===== src/rtl/boot_map_pkg.sv =====
/*
  package for the boot select and code map block: field layouts,
  reset values, start addresses and code-read decode types.
  assumes a single synchronous design clock domain.
*/
`default_nettype none
package boot_map_pkg;
  // ---------------------------------------------------------------
  // flash control values and fields
  // ---------------------------------------------------------------
  localparam logic [7:0]  FLASH_CONTROL_HW_BOOT = 8'h00;
  localparam logic [7:0]  FLASH_CONTROL_NORMAL  = 8'hF0;
  localparam int          MAP_SELECT_LOW_BIT    = 1;
  localparam int          MAP_SELECT_HIGH_BIT   = 2;
  localparam int          COLUMN_LATCH_BIT      = 0;
  // ---------------------------------------------------------------
  // start addresses and vectors
  // ---------------------------------------------------------------
  localparam logic [15:0] USER_START_ADDR       = 16'h0000;
  localparam logic [15:0] BOOT_START_ADDR       = 16'hF800;
  localparam logic [7:0]  USER_BOOT_VECTOR_NONE = 8'hFC;
  localparam logic [7:0]  USER_BOOT_LOW_BYTE    = 8'h00;
  localparam logic [15:0] USER_TOP_ADDR         = 16'hF7FF;
  localparam int          EXTRA_ROW_ADDR_BITS   = 7;
  localparam logic        BOOT_JUMP_DELIVERED   = 1'b0;

  // where code executes
  typedef enum logic [1:0] {
    EXEC_USER,
    EXEC_BOOT,
    EXEC_EXTERNAL
  } exec_space_t;

  // target of a code read
  typedef enum logic [2:0] {
    TGT_NONE,
    TGT_USER_FLASH,
    TGT_BOOT_FLASH,
    TGT_EXTRA_ROW,
    TGT_SECURITY,
    TGT_EXTERNAL
  } read_target_t;

  // code-read request
  typedef struct packed {
    logic        valid;
    logic [15:0] data_pointer;
  } code_read_req_t;

  // code-read answer
  typedef struct packed {
    logic         valid;
    read_target_t target;
    logic [15:0]  addr;
  } code_read_rsp_t;

  // strap pin levels
  typedef struct packed {
    logic program_store_strobe;
    logic external_access_pin;
    logic address_latch_strobe;
  } straps_t;
endpackage
`default_nettype wire


===== src/rtl/boot_select_and_code_map.sv =====
/*
  top of the boot select and code map block: strap capture at reset,
  start address choice, flash control state and code-read routing.
  assumes strap pins and cpu inputs are synchronous to ref_clk.
*/
`default_nettype none
module boot_select_and_code_map #(
  parameter logic [7:0] USER_BOOT_VECTOR_RESET = boot_map_pkg::USER_BOOT_VECTOR_NONE
)(
  input  wire logic            ref_clk,             // 125 MHz clock
  input  wire logic            nrst,                // async reset, low
  input  wire boot_map_pkg::straps_t straps,        // strap pin levels
  input  wire logic            boot_jump_select,    // stored jump bit
  input  wire logic [7:0]      user_boot_vector_in, // stored vector byte
  input  wire logic            flash_control_we,    // cpu write strobe
  input  wire logic [7:0]      flash_control_wdata, // cpu write data
  input  wire boot_map_pkg::exec_space_t exec_space, // fetch location
  input  wire boot_map_pkg::code_read_req_t read_req, // code read
  output logic                 boot_space_enable,   // boot space mapped
  output logic [7:0]           flash_control,       // control value
  output logic [15:0]          start_pc,            // first fetch addr
  output logic                 hw_boot,             // hw condition seen
  output logic [15:0]          user_boot_addr,      // user loader addr
  output logic                 user_boot_present,   // vector not FCh
  output logic                 unsupported,         // do-not-use read
  output var boot_map_pkg::code_read_rsp_t read_rsp // routed read
);
  import boot_map_pkg::*;

  // ---------------------------------------------------------------
  // reset release synchroniser
  // ---------------------------------------------------------------
  logic rst_meta_q;
  logic rst_sync_q;
  always_ff @(posedge ref_clk or negedge nrst) begin
    if (!nrst) begin
      rst_meta_q <= 1'b0;
      rst_sync_q <= 1'b0;
    end else begin
      rst_meta_q <= 1'b1;
      rst_sync_q <= rst_meta_q;
    end
  end

  // ---------------------------------------------------------------
  // state
  // ---------------------------------------------------------------
  typedef struct packed {
    logic           captured;
    logic           boot_space_enable;
    logic [7:0]     flash_control;
    logic [15:0]    start_pc;
    logic           hw_boot;
    logic [7:0]     user_boot_vector;
    logic           unsupported;
    code_read_rsp_t read_rsp;
    logic [15:0]    user_boot_addr;
    logic           user_boot_present;
  } state_t;

  state_t state_q;
  state_t state_d;

  read_target_t dec_target;
  logic [15:0]  dec_addr;
  logic         dec_unsupported;

  // routing of the code read from current map state
  code_read_decode u_decode (
    .flash_control     (state_q.flash_control),
    .boot_space_enable (state_q.boot_space_enable),
    .exec_space        (exec_space),
    .data_pointer      (read_req.data_pointer),
    .unsupported       (dec_unsupported),
    .target            (dec_target),
    .addr              (dec_addr)
  );

  logic strap_hw;
  // the latch strobe pin is pulled up, so unconnected reads high
  assign strap_hw = !straps.program_store_strobe &&
                    straps.external_access_pin &&
                    straps.address_latch_strobe;

  // ---------------------------------------------------------------
  // next state
  // ---------------------------------------------------------------
  always_comb begin
    state_d = state_q;
    // one capture right after release stands for the reset edge;
    // strap changes afterwards are never looked at again
    if (!state_q.captured) begin
      state_d.captured          = 1'b1;
      state_d.boot_space_enable = boot_jump_select;
      state_d.hw_boot           = strap_hw;
      state_d.user_boot_vector  = user_boot_vector_in;
      if (strap_hw) begin
        state_d.flash_control = FLASH_CONTROL_HW_BOOT;
        state_d.start_pc      = BOOT_START_ADDR;
      end else begin
        state_d.flash_control = FLASH_CONTROL_NORMAL;
        // cleared bit on delivered parts lands in the loader
        state_d.start_pc      = (boot_jump_select != BOOT_JUMP_DELIVERED) ?
                                USER_START_ADDR : BOOT_START_ADDR;
      end
    end else if (flash_control_we) begin
      state_d.flash_control = flash_control_wdata;
    end
    // loader address follows the stored vector, valid from the capture edge
    state_d.user_boot_addr    = {state_d.user_boot_vector, USER_BOOT_LOW_BYTE};
    state_d.user_boot_present = state_d.user_boot_vector != USER_BOOT_VECTOR_NONE;
    // read answer one cycle after request
    state_d.read_rsp.valid  = read_req.valid && state_q.captured;
    state_d.read_rsp.target = read_req.valid ? dec_target : TGT_NONE;
    state_d.read_rsp.addr   = read_req.valid ? dec_addr : 16'h0000;
    state_d.unsupported     = read_req.valid && dec_unsupported;
  end

  // ---------------------------------------------------------------
  // registers
  // ---------------------------------------------------------------
  always_ff @(posedge ref_clk or negedge rst_sync_q) begin
    if (!rst_sync_q) begin
      state_q                   <= '0;
      state_q.flash_control     <= FLASH_CONTROL_NORMAL;
      state_q.user_boot_vector  <= USER_BOOT_VECTOR_RESET;
      state_q.start_pc          <= USER_START_ADDR;
      state_q.read_rsp.target   <= TGT_NONE;
    end else begin
      state_q <= state_d;
    end
  end

  // outputs
  assign boot_space_enable = state_q.boot_space_enable;
  assign flash_control     = state_q.flash_control;
  assign start_pc          = state_q.start_pc;
  assign hw_boot           = state_q.hw_boot;
  assign user_boot_addr    = state_q.user_boot_addr;
  assign user_boot_present = state_q.user_boot_present;
  assign unsupported       = state_q.unsupported;
  assign read_rsp          = state_q.read_rsp;
endmodule // boot_select_and_code_map
`default_nettype wire


===== src/rtl/code_read_decode.sv =====
/*
  combinational decode of a code-read instruction onto a memory space.
  assumes flash control and boot-space enable are stable registered values.
*/
`default_nettype none
module code_read_decode
  import boot_map_pkg::*;
(
  input  wire logic [7:0]      flash_control,      // map select bits
  input  wire logic            boot_space_enable,  // boot space mapped
  input  wire exec_space_t     exec_space,         // where code runs
  input  wire logic [15:0]     data_pointer,       // read address
  output logic                 unsupported,        // do-not-use range
  output read_target_t         target,             // selected space
  output logic [15:0]          addr                // address in space
);
  logic map_high;
  logic map_low;
  assign map_high = flash_control[MAP_SELECT_HIGH_BIT];
  assign map_low  = flash_control[MAP_SELECT_LOW_BIT];

  // -------------------------------------------------------------
  // space selection
  // -------------------------------------------------------------
  always_comb begin
    target      = TGT_NONE;
    addr        = data_pointer;
    unsupported = 1'b0;
    case (exec_space)
      EXEC_USER, EXEC_BOOT: begin
        if (exec_space == EXEC_BOOT && !boot_space_enable &&
            (map_high ^ map_low)) begin
          target = TGT_NONE;
        end else if (!map_high && map_low) begin
          target = TGT_EXTRA_ROW;
          // upper pointer bits are not decoded, so they alias
          addr   = {9'h000, data_pointer[EXTRA_ROW_ADDR_BITS-1:0]};
        end else if (map_high && !map_low) begin
          target = TGT_SECURITY;
          addr   = 16'h0000;
        end else if (boot_space_enable && data_pointer > USER_TOP_ADDR) begin
          if (exec_space == EXEC_BOOT && !map_high) begin
            target = TGT_BOOT_FLASH;
          end else begin
            target      = TGT_USER_FLASH;
            unsupported = 1'b1;
          end
        end else if (exec_space == EXEC_BOOT && !boot_space_enable &&
                     map_high) begin
          target = TGT_NONE;
        end else begin
          target = TGT_USER_FLASH;
        end
      end
      EXEC_EXTERNAL: begin
        target = map_low ? TGT_NONE : TGT_EXTERNAL;
      end
      default: begin
        target = TGT_NONE;
      end
    endcase
  end
endmodule // code_read_decode
`default_nettype wire


===== config.mk =====
export PLATFORM = sky130hd
export DESIGN_NAME = boot_select_and_code_map
export DESIGN_NICKNAME = d
export VERILOG_FILES = /design/src/rtl/boot_map_pkg.sv /design/src/rtl/boot_select_and_code_map.sv /design/src/rtl/code_read_decode.sv
export SDC_FILE = /design/constraint.sdc
export NUM_CORES = 1
export LEC_CHECK = 0
export ABC_CLOCK_PERIOD_IN_PS = 2200
export BUFFER_PORTS_ARGS = -buffer_cell sky130_fd_sc_hd__buf_2
export CORE_MARGIN = 4
export CORE_UTILIZATION = 49
export CTS_BUF_LIST = sky130_fd_sc_hd__clkbuf_8
export CTS_CLUSTER_SIZE = 24
export DETAILED_ROUTE_END_ITERATION = 12
export HOLD_SLACK_MARGIN = 0.02
export PLACE_DENSITY = 0.79
export SKIP_CTS_REPAIR_TIMING = 1
export SYNTH_ARGS = -nofsm -noshare
export SYNTH_HDL_FRONTEND = slang
export SYNTH_SLANG_ARGS = --single-unit

===== constraint.sdc =====
create_clock -name ref_clk -period 2.2 [get_ports ref_clk]
set_clock_uncertainty 0.15 [all_clocks]
set_input_delay 0.22 -clock ref_clk [delete_from_list [all_inputs] [get_ports ref_clk]]
set_output_delay 0.22 -clock ref_clk [all_outputs]
set_load 0.005 [all_outputs]

==> results of run 1 <==
## Yosys cell counts, drive strengths merged
cell type	n	area, µm²
buf	63	465
dfrtp	40	1000
and2	17	106
mux2	14	158
dfstp	10	263
a21o	4	30.0
inv	4	15.0
mux2i	4	40.0
nand2	4	15.0
nor2b	4	25.0
nor3b	4	40.0
ha	3	37.5
o21ai	3	15.0
conb	2	7.51
nand3b	2	15.0
nand4b	2	17.5
nor2	2	7.51
nor4	2	18.8
o21a	2	15.0
o22ai	2	12.5
o31a	2	20.0
a21oi	1	5.00
a31oi	1	6.26
and4	1	8.76
clkbuf	1	3.75
nand2b	1	6.26
nand3	1	5.00
nand4	1	6.26
nand4bb	1	11.3
nor3	1	5.00
or3b	1	8.76
## sequential cells by signal, indices dropped and copies added, names as in the netlist
name / cells
read_rsp: 20
state_q: 9
flash_control: 8
user_boot_addr: 6
boot_space_enable: 1
hw_boot: 1
rst_meta_q: 1
rst_sync_q: 1
start_pc: 1
unsupported: 1
user_boot_present: 1
## per-layer routing
| layer | vias to the layer above | wire (µm) | global-route usage |
|---|---|---|---|
| met2 | 65 | 2080 | 0.219 |
| met5 | - | 0 | 0 |
| met4 | 0 | 61 | 0.0480 |
| met3 | 7 | 375 | 0.0360 |
| met1 | 687 | 1680 | 0.149 |
| li1 | 714 | - | - |
## power by group through the flow
stage	Sequential (W)	Clock (W)	Combinational [W]
3_5_place_dp	0.00105	0	0.000243
2_1_floorplan	0.00105	0	0.000218
4_1_cts	0.00103	0.000575	0.000244
5_1_grt	0.00105	0.000608	0.000298
3_3_place_gp	0.00105	0	0.000240
6_report	0.00103	0.000547	0.000267
## layout by cell type, fill, tap and decap left out, types with 2 or more instances in the layout
cell type / count
nor2_1: 2
dlygate4sd3_1: 18
buf_2: 86
nor3b_1: 2
o21ai_0: 3
conb_1: 21
mux2i_1: 4
o21a_1: 2
clkinv_4: 2
clkbuf_8: 6
dfstp_2: 10
inv_1: 4
nand3b_1: 2
nand4b_1: 2
ha_1: 3
o31a_2: 2
a21o_1: 4
nor2b_1: 4
mux2_2: 13
nor3b_2: 2
nand2_1: 4
o22ai_1: 2
and2_1: 17
dfrtp_1: 39
## area by class of cell
cell class / count / area [µm²] / share of cell area
timing repair buffer: 106 / 638 / 0.227
clock buffer: 6 / 82.6 / 0.0293
multi-input combinational: 101 / 714 / 0.254
inverter: 4 / 15.0 / 0.00533
tap: 67 / 83.8 / 0.0298
sequential: 50 / 1260 / 0.449
clock inverter: 2 / 17.5 / 0.00622
## kinds of logic after synthesis
family          count (synthesis)
mux                            18
other cells                     2
simple gates                   44
flops                          50
compound gates                 15
fa+ha+maj                       3
buf+inv                        68
## through the flow
step | utilization | cell area [µm²] | setup slack, ns | hold slack, ns
final | 0.596 | 2820 | 0.452 | 0.0272
after global routing | 0.596 | 2820 | 0.332 | 0.0202
after CTS | 0.558 | 2640 | 0.458 | -0.467
after detailed placement | 0.537 | 2540 | 0.479 | -0.144
after global placement | 0.537 | 2540 | 0.511 | -0.143
after floorplan | - | 2460 | 0.573 | -0.226
## path summary, 6_finish.rpt
check,endpoint,slack [ns],cells past startpoint
max,read_rsp[4],0.45,5
min,state_q[39],0.03,0
max reg2reg,read_rsp[4],0.45,5
min reg2reg,state_q[39],0.03,0
max in group asynchronous,state_q[42],1.32,1
min in group ref_clk,boot_space_enable,0.03,2
==> metrics.txt, run 1 <==
min-delay worst type=reg2async; layout overhead on the synthesized area=17.8%; Sw Ratio=0.240; Final Max Slew Viols=0; Max FO, Critical Path=7; largest net degree at the start of global routing=34; FILL cells=391; Post-Synthesis Cells=200; Root Driver=clkbuf_8; clock tree sinks=50; internal power=0.00140 W; Post-layout nets=313; GRT Total Usage=0.127; Max VDD drop=0.000359 V; via count=1473; Core Box Area=0.00472 mm²; R2R Path Start=flash_control[1]; Die H=77.9 µm; mux cell area share after synthesis=0.0827; Max Cap Viol=0; CP max stage cell=dfrtp_1; highest clock rate=0.572 GHz; IO Port Bufs=86; Critical Path Start Type=flop; DRC viols=0; CTS H-tree lvls=2; Non-Filler Instances=336; Pwr per Cell Area=656 mW/mm²; Crit. Startpoint=flash_control[1]; Clk pwr share=0.296; Sequential Power Share=0.560; total power=0.00185 W; Logic pwr share=0.144; row count=25; status=finished, final reports clean; Via density=4.38; crit share post-route=0.794; CTS tree=yes; Total Wirelength=4.19 mm; critical path, cell by cell=inv_1 > ha_1 > nor3b_2 > o31a_2 > and2_1; Die ar.=0.00606 mm²; setup_tns=0 ns; nature of the critical path endpoint=flop; Synth Area in XOR/XNOR=0; Psw=0.000443 W; antenna-violating nets left=0; initial core utilization=0.506; CTS buffer count=5; RSZ-0062 raised after global routing=false; register bit count reported by yosys=50; gr ovfl total=0; Die Wd=77.9 µm; Clk pin slew, worst setup/hold paths=0.09 ns; n_diodes=0; Synth Area in Adders=0.0157; drt pass-1 iters=4; Clock Latency Late Sink=0.29 ns; type of the worst setup path=reg2reg; first-pass GRT wire length=6.09 mm; routability cong.=0.835; Syn. warnings=0; # setup viols final=0; Leak Pwr=1.42 nW; Worst EP required=2.28 ns; Fin. Hold Viols=0; crit path DAT=1.83 ns; I/O pins=106; Post-Synth Simple-Gate Area=0.124; initial antenna violation count=0; Top Family by Delay on Critical Path=simple AND/OR/NAND/NOR gates; sequential fraction of the synthesis area=0.529; Cells after DPL=310; wire per inst=12.5 µm; post-DP HPWL=3.07 mm; crit path time final=1.75 ns; Mapped Avg Cell Area=12.0 µm²; Buf+Inv Stages, Crit Path=1; Cell variety after synth=35; layout cells sized above 1=0.465; main combinational cell family by area after synthesis=buffers and inverters; compound-gate portion of the synthesized area=0.0434; CTS Buffer Depth=2; Worst path max stage delay=0.43 ns; initial detailed-routing violation count=74; vias in the first global route=1341; Synth Cell Area=0.00239 mm²
Note: power is estimated with default switching activity, not from simulation.
==> run 2: changes to the inputs <==
--- a/config.mk
+++ b/config.mk
@@ -5,7 +5,8 @@
 export SDC_FILE = /design/constraint.sdc
 export NUM_CORES = 1
 export LEC_CHECK = 0
-export ABC_CLOCK_PERIOD_IN_PS = 2200
+export ABC_AREA = 1
+export ABC_CLOCK_PERIOD_IN_PS = 1800
 export BUFFER_PORTS_ARGS = -buffer_cell sky130_fd_sc_hd__buf_2
 export CORE_MARGIN = 4
 export CORE_UTILIZATION = 49
@@ -13,7 +14,7 @@
 export CTS_CLUSTER_SIZE = 24
 export DETAILED_ROUTE_END_ITERATION = 12
 export HOLD_SLACK_MARGIN = 0.02
-export PLACE_DENSITY = 0.79
+export PLACE_DENSITY = 0.78
 export SKIP_CTS_REPAIR_TIMING = 1
 export SYNTH_ARGS = -nofsm -noshare
 export SYNTH_HDL_FRONTEND = slang
==> constraint.sdc (replaced) <==
create_clock -name ref_clk -period 1.8 [get_ports ref_clk]
set_clock_uncertainty 0.15 [all_clocks]
set_input_delay 0.18 -clock ref_clk [delete_from_list [all_inputs] [get_ports ref_clk]]
set_output_delay 0.18 -clock ref_clk [all_outputs]
set_load 0.005 [all_outputs]
==> metrics.txt, run 2 <==
status=finished, final reports clean; Mapped Avg Cell Area=9.64 µm² (-19%); Die H=78.1 µm (+0.37%); Final Max Slew Viols=0 (unchanged); Worst-Margin Slew=0.574 ns; Biggest register=read_rsp; Slew headroom=0.617; area leader, netlist=dfrtp_1; Clock Latency Late Sink=0.29 ns (about the same); top post-synthesis cells by count=buf_4, dfrtp_1, nand2_1; drt pass-1 iters=4 (unchanged); post-DP HPWL=3.05 mm (-0.86%); crit path DAT=1.61 ns (-0.22 ns); most common cell after layout, fill and taps aside=buf_2; Via density=4.21 (-4.0%); vias in the first global route=1522 (+13%); n_diodes=0 (unchanged); internal power=0.00179 W (+28%); mux cell area share after synthesis=0 (-0.0827); IO Port Bufs=86 (unchanged); type of the worst setup path=reg2reg; Cells after DPL=360 (+16%); most frequent cells in the layout=buf_2, dfrtp_1, nand2_1, inv_1, dlygate4sd3_1; Leak Pwr=1.65 nW (+16%); I/O pins=106 (unchanged); Post-Synth Simple-Gate Area=0.139 (+0.0151); sequential fraction of the synthesis area=0.524 (-0.00439); Logic pwr share=0.154 (+0.010); Psw=0.000544 W (+23%); final worst setup slack=0.259 ns (-0.193 ns); layout cells sized above 1=0.368 (-0.0964); highest clock rate=0.649 GHz (+13%); min-delay worst type=in2reg; dpl ws=0.243 ns (-0.236 ns); Synth Cell Area=0.00241 mm² (+0.84%); antenna-violating nets left=0 (unchanged); Max Cap Viol=0 (unchanged); Reg2Reg Depth=5 (unchanged); top_reg_cell synth=dfrtp_1; critical path, cell by cell=inv_1 > ha_1 > o21ai_2 > o21ai_2 > nor2_1; Core Box Area=0.00475 mm² (+0.66%); Post-Synthesis Cells=250 (+25%); post-synth top area share=0.415 (-0.00348); wire per inst=11.1 µm (-11%); CP max stage cell=dfrtp_1; row count=25 (unchanged); Fin. Hold Viols=0 (unchanged); first-pass GRT wire length=6.64 mm (+9.1%); # setup viols final=0 (unchanged); Syn. warnings=0 (unchanged); Die ar.=0.00611 mm² (+0.75%); Synth Area in Adders=0.0156 (-0.000130); Max FO, Critical Path=9 (+2); CTS tree=yes; Async SR Flop Fraction=1.00 (unchanged); layout overhead on the synthesized area=22.9%; largest registers=read_rsp: 20 flops, state_q: 9 flops, flash_control: 8 flops; RSZ-0062 raised after global routing=false; CTS H-tree lvls=2 (unchanged); Clk pwr share=0.313 (+0.017); CTS buffer count=5 (unchanged); Synth Area in XOR/XNOR=0 (unchanged); GRT Total Usage=0.137 (+0.00985); Max VDD drop=0.000382 V (+6.6%); Worst path max stage delay=0.40 ns (-0.03 ns); main combinational cell family by area after synthesis=buffers and inverters; max reg flops=20 (unchanged); most frequent cell after synthesis=buf_4; Post-layout nets=378 (+21%); Pwr per Cell Area=789 mW/mm² (+20%); most frequent CP cell=o21ai_2; DRC viols=0 (unchanged); hold depth=3; R2R Path Start=flash_control[1]; Die Wd=78.1 µm (+0.37%); via count=1688 (+15%); Sequential Power Share=0.533 (-0.027); Clk pin slew, worst setup/hold paths=0.08 ns (about the same); gr ovfl total=0 (unchanged); compound-gate portion of the synthesized area=0.0607 (+0.0173); crit share post-route=0.856 (+0.0618); routability cong.=0.754 (-9.6%); HP Start=read_req[16]; clock tree sinks=50 (unchanged); initial detailed-routing violation count=21 (-72%); FILL cells=418 (+6.9%); number of flops mapped to enable cells by yosys=0 (unchanged); setup_tns=0 ns (unchanged); Non-Filler Instances=401 (+19%); largest net degree at the start of global routing=49 (+44%); CTS Buffer Depth=2 (unchanged); Crit. Startpoint=flash_control[1]; Root Driver=clkbuf_8; nature of the critical path endpoint=flop; register bit count reported by yosys=50 (unchanged); crit path time final=1.54 ns (-0.207 ns); Worst EP required=1.87 ns (-0.41 ns); Critical Path Start Type=flop; Sw Ratio=0.233 (-0.00688); initial core utilization=0.507 (+0.000880); initial antenna violation count=0 (unchanged); Total Wirelength=4.46 mm (+6.5%); Synth area leaders=dfrtp_1, buf_4, dfstp_2; Cell variety after synth=27 (-23%)
run 2: logic make-up (layout without fill, tap and decap cells):
family                   Yosys count  after routing
buffers and inverters             98            163
adder cells (fa/ha/maj)            3              3
AND/OR/NAND/NOR                   79             79
flip-flops                        50             50
other                              2             21
AO/OA/AOI/OAI                     18             18
run 2: power by group through the flow:
| stage | Combinational (W) | Sequential [W] | Clock (W) |
|---|---|---|---|
| global route | 0.000412 | 0.00125 | 0.000803 |
| finish | 0.000360 | 0.00125 | 0.000732 |
| floorplan | 0.000270 | 0.00127 | 0 |
| CTS | 0.000309 | 0.00124 | 0.000768 |
| detailed placement | 0.000308 | 0.00127 | 0 |
| global placement | 0.000302 | 0.00126 | 0 |
run 2: final cells by class:
type	count	area, µm²	area share
Sequential cell	50	1260	0.427
Timing Repair Buffer	122	783	0.264
Multi-Input combinational cell	121	598	0.202
Inverter	33	126	0.0427
Tap cell	67	83.8	0.0283
Clock buffer	5	68.8	0.0232
Clock inverter	3	37.5	0.0127
run 2: final timing paths:
kind                                          to  slack [ns]
worst max-delay path                read_rsp[15]        0.26
worst min-delay path                read_rsp[19]        0.03
worst max register to register      read_rsp[15]        0.26
worst min register to register  flash_control[2]        0.20
max in group asynchronous            read_rsp[9]        0.92
min in group asynchronous             rst_sync_q        0.05
run 2: stage by stage:
step	instance area [µm²]	total power, W	util	hold WS (ns)
2_1_floorplan	2480	0.00155	-	-0.266
3_3_place_gp	2530	0.00157	0.531	-0.184
3_5_place_dp	2530	0.00157	0.531	-0.183
4_1_cts	2630	0.00232	0.554	-0.510
5_1_grt	2960	0.00247	0.623	0.0292
6_report	2960	0.00234	0.623	0.0270
run 2: critical path, delay by kind of cell, from the launching register on:
family	cells	cell delay [ns]
and+or+nand+nor	1	0.12
AOI/OAI and AO/OA	2	0.40
DFF	1	0.40
adders and majority gates	1	0.26
buffers and inverters	1	0.14
run 2: metal layers:
metal | up-vias | routed length (µm) | GRT usage
li1 | 843 | - | -
met1 | 774 | 1820 | 0.164
met2 | 64 | 2280 | 0.239
met3 | 7 | 309 | 0.0413
met4 | 0 | 52 | 0.0367
met5 | - | 0 | 0
